`config.mk`:
```
export PLATFORM = sky130hd
export DESIGN_NAME = cspc_clock_control
export DESIGN_NICKNAME = d
export VERILOG_FILES = /design/src/hdl/cspc_pkg.sv /design/src/hdl/cspc_clock_control.sv /design/src/hdl/cspc_edge_div.sv
export SDC_FILE = /design/constraint.sdc
export NUM_CORES = 1
export LEC_CHECK = 0
export BUFFER_PORTS_ARGS = -buffer_cell sky130_fd_sc_hd__buf_2
export CAP_MARGIN = 20
export CORE_ASPECT_RATIO = 0.75
export CORE_UTILIZATION = 57
export CTS_CLUSTER_DIAMETER = 200
export CTS_CLUSTER_SIZE = 10
export DETAILED_ROUTE_END_ITERATION = 16
export PLACE_DENSITY_LB_ADDON = 0.25
export RECOVER_POWER = 25
export SKIP_CTS_REPAIR_TIMING = 1
export SYNTH_ARGS = -nofsm -noshare
export SYNTH_HDL_FRONTEND = slang
export SYNTH_SLANG_ARGS = --single-unit
export TNS_END_PERCENT = 10
```
`constraint.sdc`:
```
create_clock -name clk_sys -period 2.7 [get_ports clk_sys]
set_input_delay 0.27 -clock clk_sys [delete_from_list [all_inputs] [get_ports clk_sys]]
set_output_delay 0.27 -clock clk_sys [all_outputs]
set_load 0.01 [all_outputs]
```
`src/hdl/cspc_pkg.sv`:
```
// Shared constants, register map and types for the clock source and PLL control block.
// Assumes an APB3 master on clk_sys and oscillator levels already synchronous to clk_sys.
package cspc_pkg;

  localparam logic [11:0] ADDR_OSC_TUNE = 12'h000;
  localparam logic [11:0] ADDR_CLOCK_CONFIG = 12'h004;
  localparam logic [11:0] ADDR_STATUS = 12'h008;

  typedef enum logic [2:0] {
    MODE_EXT_CLOCK = 3'b000,
    MODE_EXT_CLOCK_PLL = 3'b001,
    MODE_CRYSTAL = 3'b010,
    MODE_CRYSTAL_PLL = 3'b011,
    MODE_INT_OSC_PLL = 3'b100,
    MODE_INT_OSC_PLL_CLKOUT = 3'b101,
    MODE_INT_OSC = 3'b110,
    MODE_INT_OSC_CLKOUT = 3'b111
  } cspc_osc_mode_t;

  typedef struct packed {
    logic lowFreqSourceSelect;
    logic pllEnableBit;
    logic [5:0] tuneValue;
  } cspc_tune_t;

  typedef struct packed {
    logic twoSpeedEn;
    logic watchdogEn;
    logic failSafeEn;
    logic powerUpTimerEn;
    logic [2:0] internalFreqSelect;
    logic [2:0] pllPrescaleSelect;
    logic [1:0] cpuClockDividerSelect;
    cspc_osc_mode_t oscMode;
  } cspc_cfg_t;

  typedef struct packed {
    logic clockReady;
    logic slowRcRunning;
    logic coreOnPll;
    logic pllLocked;
    logic pllRunning;
  } cspc_status_t;

  localparam cspc_tune_t TUNE_RESET = 8'h00;
  localparam cspc_cfg_t CFG_RESET = 15'h0718;

  localparam int DIV_W = 9;
  localparam logic [DIV_W-1:0] DIV_CLKOUT = 9'h004;
  localparam logic [DIV_W-1:0] DIV_PLL_TO_CORE = 9'h002;
  localparam logic [DIV_W-1:0] DIV_LOW_FREQ = 9'h100;
  localparam logic [2:0] FREQ_SEL_LOW = 3'h0;
  localparam logic [2:0] FREQ_SEL_DIRECT = 3'h7;
  localparam logic [5:0] TUNE_SIGN_FLIP = 6'h20;

  localparam int CLK_SYS_MHZ = 125;
  localparam int TUNE_STEP_NS = 1000;
  localparam int TUNE_STEP_CYCLES = (TUNE_STEP_NS * CLK_SYS_MHZ + 999) / 1000;
  localparam int CRYSTAL_START_EDGES = 1024;

  function automatic logic [DIV_W-1:0] cpuDivisor(input logic [1:0] sel);
    case (sel)
      2'b11: cpuDivisor = 9'h001;
      2'b10: cpuDivisor = 9'h002;
      2'b01: cpuDivisor = 9'h003;
      default: cpuDivisor = 9'h006;
    endcase
  endfunction

  function automatic logic [DIV_W-1:0] prescaleDivisor(input logic [2:0] sel);
    case (sel)
      3'b000: prescaleDivisor = 9'h00C;
      3'b001: prescaleDivisor = 9'h00A;
      3'b010: prescaleDivisor = 9'h006;
      3'b011: prescaleDivisor = 9'h005;
      3'b100: prescaleDivisor = 9'h004;
      3'b101: prescaleDivisor = 9'h003;
      3'b110: prescaleDivisor = 9'h002;
      default: prescaleDivisor = 9'h001;
    endcase
  endfunction

  function automatic logic [DIV_W-1:0] postDivisor(input logic [2:0] sel);
    postDivisor = 9'h001 << (3'h7 - sel);
  endfunction

endpackage

```
`src/hdl/cspc_clock_control.sv`:
```
// Clock source selection, PLL enable and switch-over, core divider, clock output and tuning.
// Assumes oscillator, PLL and pin levels are synchronous to clk_sys and an APB3 master.
`timescale 1ns/1ps
`default_nettype none
module cspc_clock_control #(
  parameter int START_EDGES = cspc_pkg::CRYSTAL_START_EDGES,
  parameter int TUNE_STEP = cspc_pkg::TUNE_STEP_CYCLES
) (
  input wire logic clk_sys,
  input wire logic rst_n,
  input wire logic psel,
  input wire logic penable,
  input wire logic pwrite,
  input wire logic [11:0] paddr,
  input wire logic [31:0] pwdata,
  output logic [31:0] prdata,
  output logic pready,
  output logic pslverr,
  input wire logic clockInPin,
  input wire logic fastOscClk,
  input wire logic slowRcClk,
  input wire logic pllClk,
  input wire logic pllLocked,
  input wire logic sleepMode,
  output logic pllEnable,
  output logic pllRefClk,
  output logic slowRcEnable,
  output logic [5:0] fastOscTrim,
  output logic coreClk,
  output logic clockReady,
  output logic clockOutPinO,
  output logic clockOutPinOe_n
);

  initial begin
    if (START_EDGES < 1 || START_EDGES > 65535) begin
      $error("START_EDGES must lie between 1 and 65535");
    end
    if (TUNE_STEP < 1 || TUNE_STEP > 65535) begin
      $error("TUNE_STEP must lie between 1 and 65535");
    end
  end

  localparam int DW = cspc_pkg::DIV_W;
  // Cycles without a change on the half-rate PLL level after which the PLL counts as stopped.
  localparam logic [1:0] PLL_DEAD = 2'h3;

  typedef enum logic [1:0] {
    SW_IDLE = 2'b00,
    SW_WAIT_OLD_LOW = 2'b01,
    SW_WAIT_NEW_FALL = 2'b10
  } cspc_switch_state_t;

  cspc_pkg::cspc_tune_t tune_r;
  cspc_pkg::cspc_cfg_t cfg_r;
  cspc_pkg::cspc_status_t status;
  cspc_switch_state_t swState_r;
  logic [31:0] prdata_r;
  logic [5:0] trim_r;
  logic [15:0] stepCnt_r;
  logic [15:0] startCnt_r;
  logic ready_r;
  logic sleepPrev_r;
  logic primPrev_r;
  logic pllEnable_r;
  logic slowRcEnable_r;
  logic onPll_r;
  logic target_r;
  logic muxLevel_r;
  logic muxLevel_nxt;
  logic bypassPrev_r;
  logic pllHalfPrev_r;
  logic [1:0] pllIdle_r;
  logic clkOutDrive_r;
  logic clkOutOe_n_r;

  logic setupPhase;
  logic accessWrite;
  logic addrMapped;
  logic pllCapable;
  logic fastOscMode;
  logic internalOnly;
  logic externalMode;
  logic clkOutMode;
  logic primaryLevel;
  logic bypassLevel;
  logic intClkLevel;
  logic postLevel;
  logic lowFreqLevel;
  logic pllHalfLevel;
  logic cpuLevel;
  logic clkOutSrc;
  logic clkOutLevel;
  logic wantPll;
  logic [5:0] trimTarget;

  // Register access over APB: zero wait states, read data captured during the setup cycle.
  assign setupPhase = psel && !penable;
  assign accessWrite = psel && penable && pwrite;
  assign addrMapped = (paddr == cspc_pkg::ADDR_OSC_TUNE) || (paddr == cspc_pkg::ADDR_CLOCK_CONFIG) ||
                      (paddr == cspc_pkg::ADDR_STATUS);
  assign pready = 1'b1;
  assign pslverr = psel && penable && !addrMapped;
  assign prdata = prdata_r;

  assign status = '{clockReady: ready_r, slowRcRunning: slowRcEnable_r, coreOnPll: onPll_r,
                    pllLocked: pllLocked, pllRunning: pllEnable_r};

  always_ff @(posedge clk_sys) begin
    if (!rst_n) begin
      prdata_r <= 32'h0000_0000;
    end else if (setupPhase) begin
      case (paddr)
        cspc_pkg::ADDR_OSC_TUNE: prdata_r <= {24'h00_0000, tune_r};
        cspc_pkg::ADDR_CLOCK_CONFIG: prdata_r <= {17'h0_0000, cfg_r};
        cspc_pkg::ADDR_STATUS: prdata_r <= {27'h000_0000, status};
        default: prdata_r <= 32'h0000_0000;
      endcase
    end
  end

  always_ff @(posedge clk_sys) begin
    if (!rst_n) begin
      tune_r <= cspc_pkg::TUNE_RESET;
      cfg_r <= cspc_pkg::CFG_RESET;
    end else if (accessWrite) begin
      if (paddr == cspc_pkg::ADDR_OSC_TUNE) begin
        tune_r <= pwdata[7:0];
      end
      if (paddr == cspc_pkg::ADDR_CLOCK_CONFIG) begin
        cfg_r <= pwdata[14:0];
      end
    end
  end

  // Mode decode.
  assign pllCapable = (cfg_r.oscMode == cspc_pkg::MODE_CRYSTAL_PLL) ||
                      (cfg_r.oscMode == cspc_pkg::MODE_EXT_CLOCK_PLL) ||
                      (cfg_r.oscMode == cspc_pkg::MODE_INT_OSC_PLL) ||
                      (cfg_r.oscMode == cspc_pkg::MODE_INT_OSC_PLL_CLKOUT);
  assign internalOnly = (cfg_r.oscMode == cspc_pkg::MODE_INT_OSC) ||
                        (cfg_r.oscMode == cspc_pkg::MODE_INT_OSC_CLKOUT);
  assign fastOscMode = internalOnly || (cfg_r.oscMode == cspc_pkg::MODE_INT_OSC_PLL) ||
                       (cfg_r.oscMode == cspc_pkg::MODE_INT_OSC_PLL_CLKOUT);
  assign externalMode = (cfg_r.oscMode == cspc_pkg::MODE_EXT_CLOCK) ||
                        (cfg_r.oscMode == cspc_pkg::MODE_EXT_CLOCK_PLL);
  assign clkOutMode = externalMode || (cfg_r.oscMode == cspc_pkg::MODE_INT_OSC_PLL_CLKOUT) ||
                      (cfg_r.oscMode == cspc_pkg::MODE_INT_OSC_CLKOUT);

  // Primary clock
  // External modes take the primary clock from the input pin and trust it to run.
  assign primaryLevel = fastOscMode ? fastOscClk : clockInPin;

  cspc_edge_div #(.DIV_W(DW)) u_postscaler (
    .clk_sys(clk_sys),
    .rst_n(rst_n),
    .srcLevel(fastOscClk),
    .divisor(cspc_pkg::postDivisor(cfg_r.internalFreqSelect)),
    .divLevel(postLevel)
  );

  cspc_edge_div #(.DIV_W(DW)) u_low_freq_div (
    .clk_sys(clk_sys),
    .rst_n(rst_n),
    .srcLevel(fastOscClk),
    .divisor(cspc_pkg::DIV_LOW_FREQ),
    .divLevel(lowFreqLevel)
  );

  always_comb begin
    if (cfg_r.internalFreqSelect == cspc_pkg::FREQ_SEL_DIRECT) begin
      intClkLevel = fastOscClk;
    end else if (cfg_r.internalFreqSelect == cspc_pkg::FREQ_SEL_LOW) begin
      intClkLevel = tune_r.lowFreqSourceSelect ? lowFreqLevel : slowRcClk;
    end else begin
      intClkLevel = postLevel;
    end
  end

  assign bypassLevel = internalOnly ? intClkLevel : primaryLevel;

  cspc_edge_div #(.DIV_W(DW)) u_pll_prescaler (
    .clk_sys(clk_sys),
    .rst_n(rst_n),
    .srcLevel(primaryLevel),
    .divisor(cspc_pkg::prescaleDivisor(cfg_r.pllPrescaleSelect)),
    .divLevel(pllRefClk)
  );

  cspc_edge_div #(.DIV_W(DW)) u_pll_half (
    .clk_sys(clk_sys),
    .rst_n(rst_n),
    .srcLevel(pllClk),
    .divisor(cspc_pkg::DIV_PLL_TO_CORE),
    .divLevel(pllHalfLevel)
  );

  always_ff @(posedge clk_sys) begin
    if (!rst_n) begin
      pllEnable_r <= 1'b0;
    end else begin
      pllEnable_r <= pllCapable && tune_r.pllEnableBit && ready_r;
    end
  end

  assign pllEnable = pllEnable_r;

  // Crystal modes count primary edges before the clock is trusted again after sleep; reset selects an external mode, which is trusted at once.
  always_ff @(posedge clk_sys) begin
    if (!rst_n) begin
      sleepPrev_r <= 1'b0;
      primPrev_r <= 1'b0;
    end else begin
      sleepPrev_r <= sleepMode;
      primPrev_r <= primaryLevel;
    end
  end

  always_ff @(posedge clk_sys) begin
    if (!rst_n) begin
      startCnt_r <= 16'h0000;
      ready_r <= 1'b0;
    end else if (externalMode || fastOscMode) begin
      startCnt_r <= 16'h0000;
      ready_r <= 1'b1;
    end else if (sleepMode || (sleepPrev_r && !sleepMode)) begin
      startCnt_r <= 16'h0000;
      ready_r <= 1'b0;
    end else if (!ready_r && primaryLevel && !primPrev_r) begin
      if (startCnt_r >= 16'(START_EDGES - 1)) begin
        ready_r <= 1'b1;
      end else begin
        startCnt_r <= startCnt_r + 16'h0001;
      end
    end
  end

  assign clockReady = ready_r;

  assign wantPll = pllEnable_r && pllLocked;

  always_ff @(posedge clk_sys) begin
    if (!rst_n) begin
      bypassPrev_r <= 1'b0;
      pllHalfPrev_r <= 1'b0;
      pllIdle_r <= 2'h0;
    end else begin
      bypassPrev_r <= bypassLevel;
      pllHalfPrev_r <= pllHalfLevel;
      // A disabled PLL may stop with its half-rate level high, which must not hold the switch forever.
      pllIdle_r <= (pllHalfLevel != pllHalfPrev_r) ? 2'h0 : pllIdle_r + {1'b0, pllIdle_r != PLL_DEAD};
    end
  end

  // Glitch-free switch-over
  // The output is parked low once the old clock is low and released only on a falling edge
  // of the new clock, so every phase is at least as long as a full phase of either source.
  always_ff @(posedge clk_sys) begin
    if (!rst_n) begin
      swState_r <= SW_IDLE;
      onPll_r <= 1'b0;
      target_r <= 1'b0;
    end else begin
      case (swState_r)
        SW_IDLE: begin
          if (wantPll != onPll_r) begin
            target_r <= wantPll;
            swState_r <= SW_WAIT_OLD_LOW;
          end
        end
        SW_WAIT_OLD_LOW: begin
          if (!muxLevel_r) begin
            swState_r <= SW_WAIT_NEW_FALL;
          end
        end
        SW_WAIT_NEW_FALL: begin
          if (target_r ? (pllHalfPrev_r && !pllHalfLevel) : (bypassPrev_r && !bypassLevel)) begin
            onPll_r <= target_r;
            swState_r <= SW_IDLE;
          end
        end
        default: swState_r <= SW_IDLE;
      endcase
    end
  end

  always_comb begin
    muxLevel_nxt = 1'b0;
    if (!ready_r) begin
      muxLevel_nxt = 1'b0;
    end else if (swState_r == SW_IDLE) begin
      muxLevel_nxt = onPll_r ? pllHalfLevel : bypassLevel;
    end else if (swState_r == SW_WAIT_OLD_LOW) begin
      // Let a high phase of the old clock finish before parking low.
      // A stopped PLL has already stretched this phase, so parking low then shortens nothing.
      muxLevel_nxt = muxLevel_r && (onPll_r ? (pllHalfLevel && pllIdle_r != PLL_DEAD) : bypassLevel);
    end
  end

  always_ff @(posedge clk_sys) begin
    if (!rst_n) begin
      muxLevel_r <= 1'b0;
    end else begin
      muxLevel_r <= muxLevel_nxt;
    end
  end

  cspc_edge_div #(.DIV_W(DW)) u_cpu_div (
    .clk_sys(clk_sys),
    .rst_n(rst_n),
    .srcLevel(muxLevel_r),
    .divisor(cspc_pkg::cpuDivisor(cfg_r.cpuClockDividerSelect)),
    .divLevel(cpuLevel)
  );

  assign coreClk = cpuLevel;

  always_comb begin
    if (cfg_r.oscMode == cspc_pkg::MODE_EXT_CLOCK) begin
      clkOutSrc = clockInPin;
    end else if (cfg_r.oscMode == cspc_pkg::MODE_EXT_CLOCK_PLL) begin
      clkOutSrc = onPll_r ? pllClk : clockInPin;
    end else begin
      clkOutSrc = muxLevel_r;
    end
  end

  cspc_edge_div #(.DIV_W(DW)) u_clkout_div (
    .clk_sys(clk_sys),
    .rst_n(rst_n),
    .srcLevel(clkOutSrc),
    .divisor(cspc_pkg::DIV_CLKOUT),
    .divLevel(clkOutLevel)
  );

  // The clock output holds low in sleep; crystal modes leave the pin to the crystal.
  always_ff @(posedge clk_sys) begin
    if (!rst_n) begin
      clkOutDrive_r <= 1'b0;
      clkOutOe_n_r <= 1'b1;
    end else begin
      clkOutDrive_r <= clkOutLevel && !sleepMode;
      clkOutOe_n_r <= !clkOutMode;
    end
  end

  assign clockOutPinO = clkOutDrive_r;
  assign clockOutPinOe_n = clkOutOe_n_r;

  always_ff @(posedge clk_sys) begin
    if (!rst_n) begin
      slowRcEnable_r <= 1'b0;
    end else begin
      slowRcEnable_r <= cfg_r.powerUpTimerEn || cfg_r.failSafeEn || cfg_r.watchdogEn ||
                        cfg_r.twoSpeedEn || (internalOnly && !tune_r.lowFreqSourceSelect &&
                        (cfg_r.internalFreqSelect == cspc_pkg::FREQ_SEL_LOW));
    end
  end

  assign slowRcEnable = slowRcEnable_r;

  // Linear trim code
  // Flipping the sign bit maps 100000 to the lowest code and 011111 to the highest, so the
  // trim code driven to the oscillator is monotonic with equal steps.
  assign trimTarget = tune_r.tuneValue ^ cspc_pkg::TUNE_SIGN_FLIP;

  always_ff @(posedge clk_sys) begin
    if (!rst_n) begin
      trim_r <= cspc_pkg::TUNE_SIGN_FLIP;
      stepCnt_r <= 16'h0000;
    end else if (trim_r == trimTarget) begin
      stepCnt_r <= 16'h0000;
    end else if (stepCnt_r >= 16'(TUNE_STEP - 1)) begin
      stepCnt_r <= 16'h0000;
      trim_r <= (trim_r < trimTarget) ? trim_r + 6'h01 : trim_r - 6'h01;
    end else begin
      stepCnt_r <= stepCnt_r + 16'h0001;
    end
  end

  assign fastOscTrim = trim_r;

endmodule
`default_nettype wire

```
`src/hdl/cspc_edge_div.sv`:
```
// Divides a clock level sampled on clk_sys by a run-time divisor, keeping a 50 percent duty cycle.
// Assumes the source level changes at most once per clk_sys cycle.
`timescale 1ns/1ps
`default_nettype none
module cspc_edge_div #(
  parameter int DIV_W = 9
) (
  input wire logic clk_sys,
  input wire logic rst_n,
  input wire logic srcLevel,
  input wire logic [DIV_W-1:0] divisor,
  output logic divLevel
);

  initial begin
    if (DIV_W < 2) begin
      $error("cspc_edge_div needs DIV_W of at least 2");
    end
  end

  logic srcPrev_r;
  logic divLevel_r;
  logic [DIV_W-1:0] edgeCnt_r;
  logic [DIV_W-1:0] edgeCnt_nxt;

  // Both source edges are counted, so toggling every divisor edges gives a period of divisor
  // source periods; odd divisors keep equal high and low phases this way.
  assign edgeCnt_nxt = edgeCnt_r + {{(DIV_W-1){1'b0}}, 1'b1};

  always_ff @(posedge clk_sys) begin
    if (!rst_n) begin
      srcPrev_r <= 1'b0;
    end else begin
      srcPrev_r <= srcLevel;
    end
  end

  always_ff @(posedge clk_sys) begin
    if (!rst_n) begin
      edgeCnt_r <= '0;
      divLevel_r <= 1'b0;
    end else if (srcLevel != srcPrev_r) begin
      if (edgeCnt_nxt >= divisor) begin
        edgeCnt_r <= '0;
        divLevel_r <= ~divLevel_r;
      end else begin
        edgeCnt_r <= edgeCnt_nxt;
      end
    end
  end

  assign divLevel = divLevel_r;

endmodule
`default_nettype wire

```
==> run_results.csv <==
group,metric,value,unit
detailed_routing,routed_via_density,5.69,
floorplanning,num_rows,35,
cells_and_area,n_antenna_cell,0,
power_and_ir_drop,p_per_area,719,mW/mm^2
sta,slew-limit-headroom,36.7,%
sta,finClkSkew,0.00758,ns
global_route,grt_pass1_wl,27500,um
floorplanning,io_pins,102,
floorplanning,core-area,0.0123,mm^2
floorplanning,die_w,132,um
power_and_ir_drop,total_leakage_power,3.42,nW
global_route,grt_max_degree,55,
worst_setup_path,rrSetupSlack,0.01,ns
detailed_routing,wl_per_cell,15.7,um
worst_hold_path,hp-class,"primary input to flop",
power_and_ir_drop,internal-power,4.23,mW
power_and_ir_drop,pwr-share-comb,19.1,%
worst_hold_path,hold_start,"sleepMode",
floorplanning,die_h,99.9,um
worst_setup_path,r2r_end,"fastOscTrim[5]",
synthesis,yosys_warnings,0,
cells_and_area,fillCellCount,991,
clock_network,cts_buffers,17,
run,maxCapViolCount,0,
cells_and_area,nNetsFinal,991,
synthesis,synth_cell_types,68,
worst_hold_path,whs_endpoint,"clockOutPinO",
detailed_routing,drtIter0Drc,367,
placement,gp_congestion,0.875,
floorplanning,start_util,58.9,%
clock_network,path_clk_slew,0.07,ns
sta,tightest_slew,0.943,ns
detailed_routing,drc,0,
power_and_ir_drop,irDropWorstVdd,0.000821,V
global_route,globalRoute.totalOverflow,0,
clock_network,cts.htree.levels,4,
sta,hold_viol,0,
sta,slew_violations,0,
floorplanning,dieArea,0.0132,mm^2
synthesis,synth_cells,827,
detailed_routing,firstDrtPassIters,5,
detailed_routing,vias,6132,
placement,dp.cells,1044,
synthesis,avgSynthCellArea,8.80,um^2
power_and_ir_drop,p_sw,1.75,mW
cells_and_area,area_growth_syn_to_layout,14.3,%
synthesis,synth-seq-cells,156,
placement,dp_hpwl,11400,um
worst_setup_path,r2r-start,"trimTarget[3]",
worst_setup_path,critPathMaxFanout,5,
synthesis,synthesis.area,0.00728,mm^2
worst_setup_path,required,3.06,ns
cells_and_area,finalCoreUtilization,67.4,%
worst_setup_path,r2r_cells,12,
global_route,grt_pass1_vias,5810,
global_route,grt_use_total,26.0,%
placement,dp_slack,-0.0116,ns
power_and_ir_drop,swShare,29.2,%
cells_and_area,drive_gt1_share,12.7,%
clock_network,clkLatencyLatePin,0.43,ns
detailed_routing,ant_nets,0,
worst_hold_path,min_path_cells,2,
synthesis,synth-async-reset-ratio,0,%
detailed_routing,routed_wl,16900,um
worst_setup_path,crit_arrival,3.05,ns
global_route,antenna_found_initial,0,
worst_setup_path,critical_path.endpoint_type,"flop",
sta,timing.fmax,372,MHz
clock_network,root_buffer,"clkbuf_16",
clock_network,clock_path_buffers,2,
worst_setup_path,crit_path_start_kind,"flop",
clock_network,cts.sinks,156,
sta,tns,0,ns
sta,finalSetupViolCount,0,
placement,portBuffers,66,
cells_and_area,finalNonFillerCells,1077,
synthesis,ys.flop_type,"dfxtp_1",
synthesis,synth_edf_count,0,
worst_setup_path,critPathKind,"flop to flop",
outcome,status,"finished clean",
synthesis,yosysSeqAreaShare,42.9,%
sta,fin_crit_sh,99.6,%
power_and_ir_drop,pwr-share-seq,41.5,%
sta,fin_ws,0.0121,ns
clock_network,cts_tree,"built",
power_and_ir_drop,p_clk_share,39.4,%
sta,period_needed,2.69,ns
routing by layer:
layer | vias up | global-route usage (%) | wire length [um]
li1 | 2982 | - | -
met1 | 2901 | 32.5 | 7350
met2 | 204 | 44.8 | 8240
met3 | 45 | 4.65 | 895
met4 | 0 | 10.8 | 403
met5 | - | 0 | 0
synth_stat cells, drive strengths merged, types with 22 or more instances:
cell type | instances | area, um^2
xor2 | 22 | 193
and3 | 35 | 220
a21oi | 43 | 215
ha | 37 | 463
inv | 24 | 90.1
clkbuf | 28 | 105
o21ai | 23 | 115
xnor2 | 27 | 236
nand3 | 49 | 255
nand2 | 86 | 323
buf | 22 | 161
mux2i | 22 | 220
nor2 | 86 | 323
dfxtp | 156 | 3120
cells by family (layout without fill, tap and decap cells):
family,Yosys count,in the layout,share of synthesized area (%)
simple gates,351,351,24.1
flops,156,156,42.9
compound gates,129,129,11.5
buf+inv,75,134,5.02
xor+xnor,49,49,5.90
fa+ha+maj,38,38,6.63
mux,27,27,3.80
other cells,2,27,0.103
layout by cell type (no fill, tap or decap), drive strengths merged, types with 3 or more instances in the layout:
cell type / n
a211oi: 8
a21o: 3
a21oi: 43
a22o: 5
a22oi: 10
a31oi: 8
and2: 13
and3: 35
and4: 3
buf: 52
clkbuf: 43
clkinvlp: 3
conb: 27
dfxtp: 156
ha: 37
inv: 33
mux2: 5
mux2i: 22
nand2: 86
nand2b: 7
nand3: 49
nand3b: 5
nand4: 12
nor2: 86
nor2b: 5
nor3: 15
nor3b: 4
nor4: 4
o211a: 3
o211ai: 4
o21ai: 23
o21bai: 3
o22ai: 4
or2: 6
or3: 9
or4: 4
xnor2: 27
xor2: 22
registers in the layout, summed over array words and instances (netlist names), 15 cells and up:
signal / count
stepCnt_r: 16
prdata: 15
cfg_r: 15
startCnt_r: 16
worst max path at each step:
stage / start / endpoint / slack (ns) / cells after the start
finish: trimTarget[3] / fastOscTrim[5] / 0.01 / 12
global placement: trimTarget[4] / fastOscTrim[5] / 0.09 / 12
floorplan: fastOscTrim[4] / fastOscTrim[5] / 0.17 / 11
CTS: trimTarget[4] / fastOscTrim[5] / -0.04 / 12
global route: trimTarget[3] / fastOscTrim[5] / -0.06 / 12
detailed placement: trimTarget[4] / fastOscTrim[5] / -0.01 / 12
stage by stage:
stage / hold WS, ns / instance area (um^2) / power [mW]
2_1_floorplan: 0.346 / 7370 / 3.27
3_3_place_gp: 0.432 / 7720 / 3.44
3_5_place_dp: 0.441 / 7720 / 3.52
4_1_cts: 0.0325 / 8300 / 5.85
5_1_grt: 0.0387 / 8320 / 6.24
6_report: 0.0324 / 8320 / 5.98
worst max-delay path: stages (launching register included):
cell and delay, ns:
dfxtp_1 0.36, inv_1 0.06, ha_1 0.31, nand4_1 0.14, a21oi_1 0.07, a211o_4 0.36
ha_4 0.24, a211oi_2 0.26, o21bai_1 0.12, a21oi_1 0.18, xor2_1 0.10, or3_1 0.31
nand3_1 0.10
power groups by stage:
| stage | Combinational (mW) | Clock, mW | Sequential (mW) |
|---|---|---|---|
| 3_5_place_dp | 0.994 | 0 | 2.52 |
| 3_3_place_gp | 0.929 | 0 | 2.51 |
| 6_report | 1.14 | 2.36 | 2.48 |
| 4_1_cts | 1.01 | 2.37 | 2.47 |
| 2_1_floorplan | 0.753 | 0 | 2.52 |
| 5_1_grt | 1.27 | 2.48 | 2.50 |
layout make-up:
type / count / area (um^2) / area share [%]
Multi-Input combinational cell: 621 / 3930 / 47.3
Sequential cell: 156 / 3130 / 37.6
Clock buffer: 17 / 425 / 5.11
Timing Repair Buffer: 78 / 383 / 4.60
Tap cell: 166 / 208 / 2.50
Clock inverter: 15 / 153 / 1.83
Inverter: 24 / 90.1 / 1.08
Power figures use the tool's default switching activity.
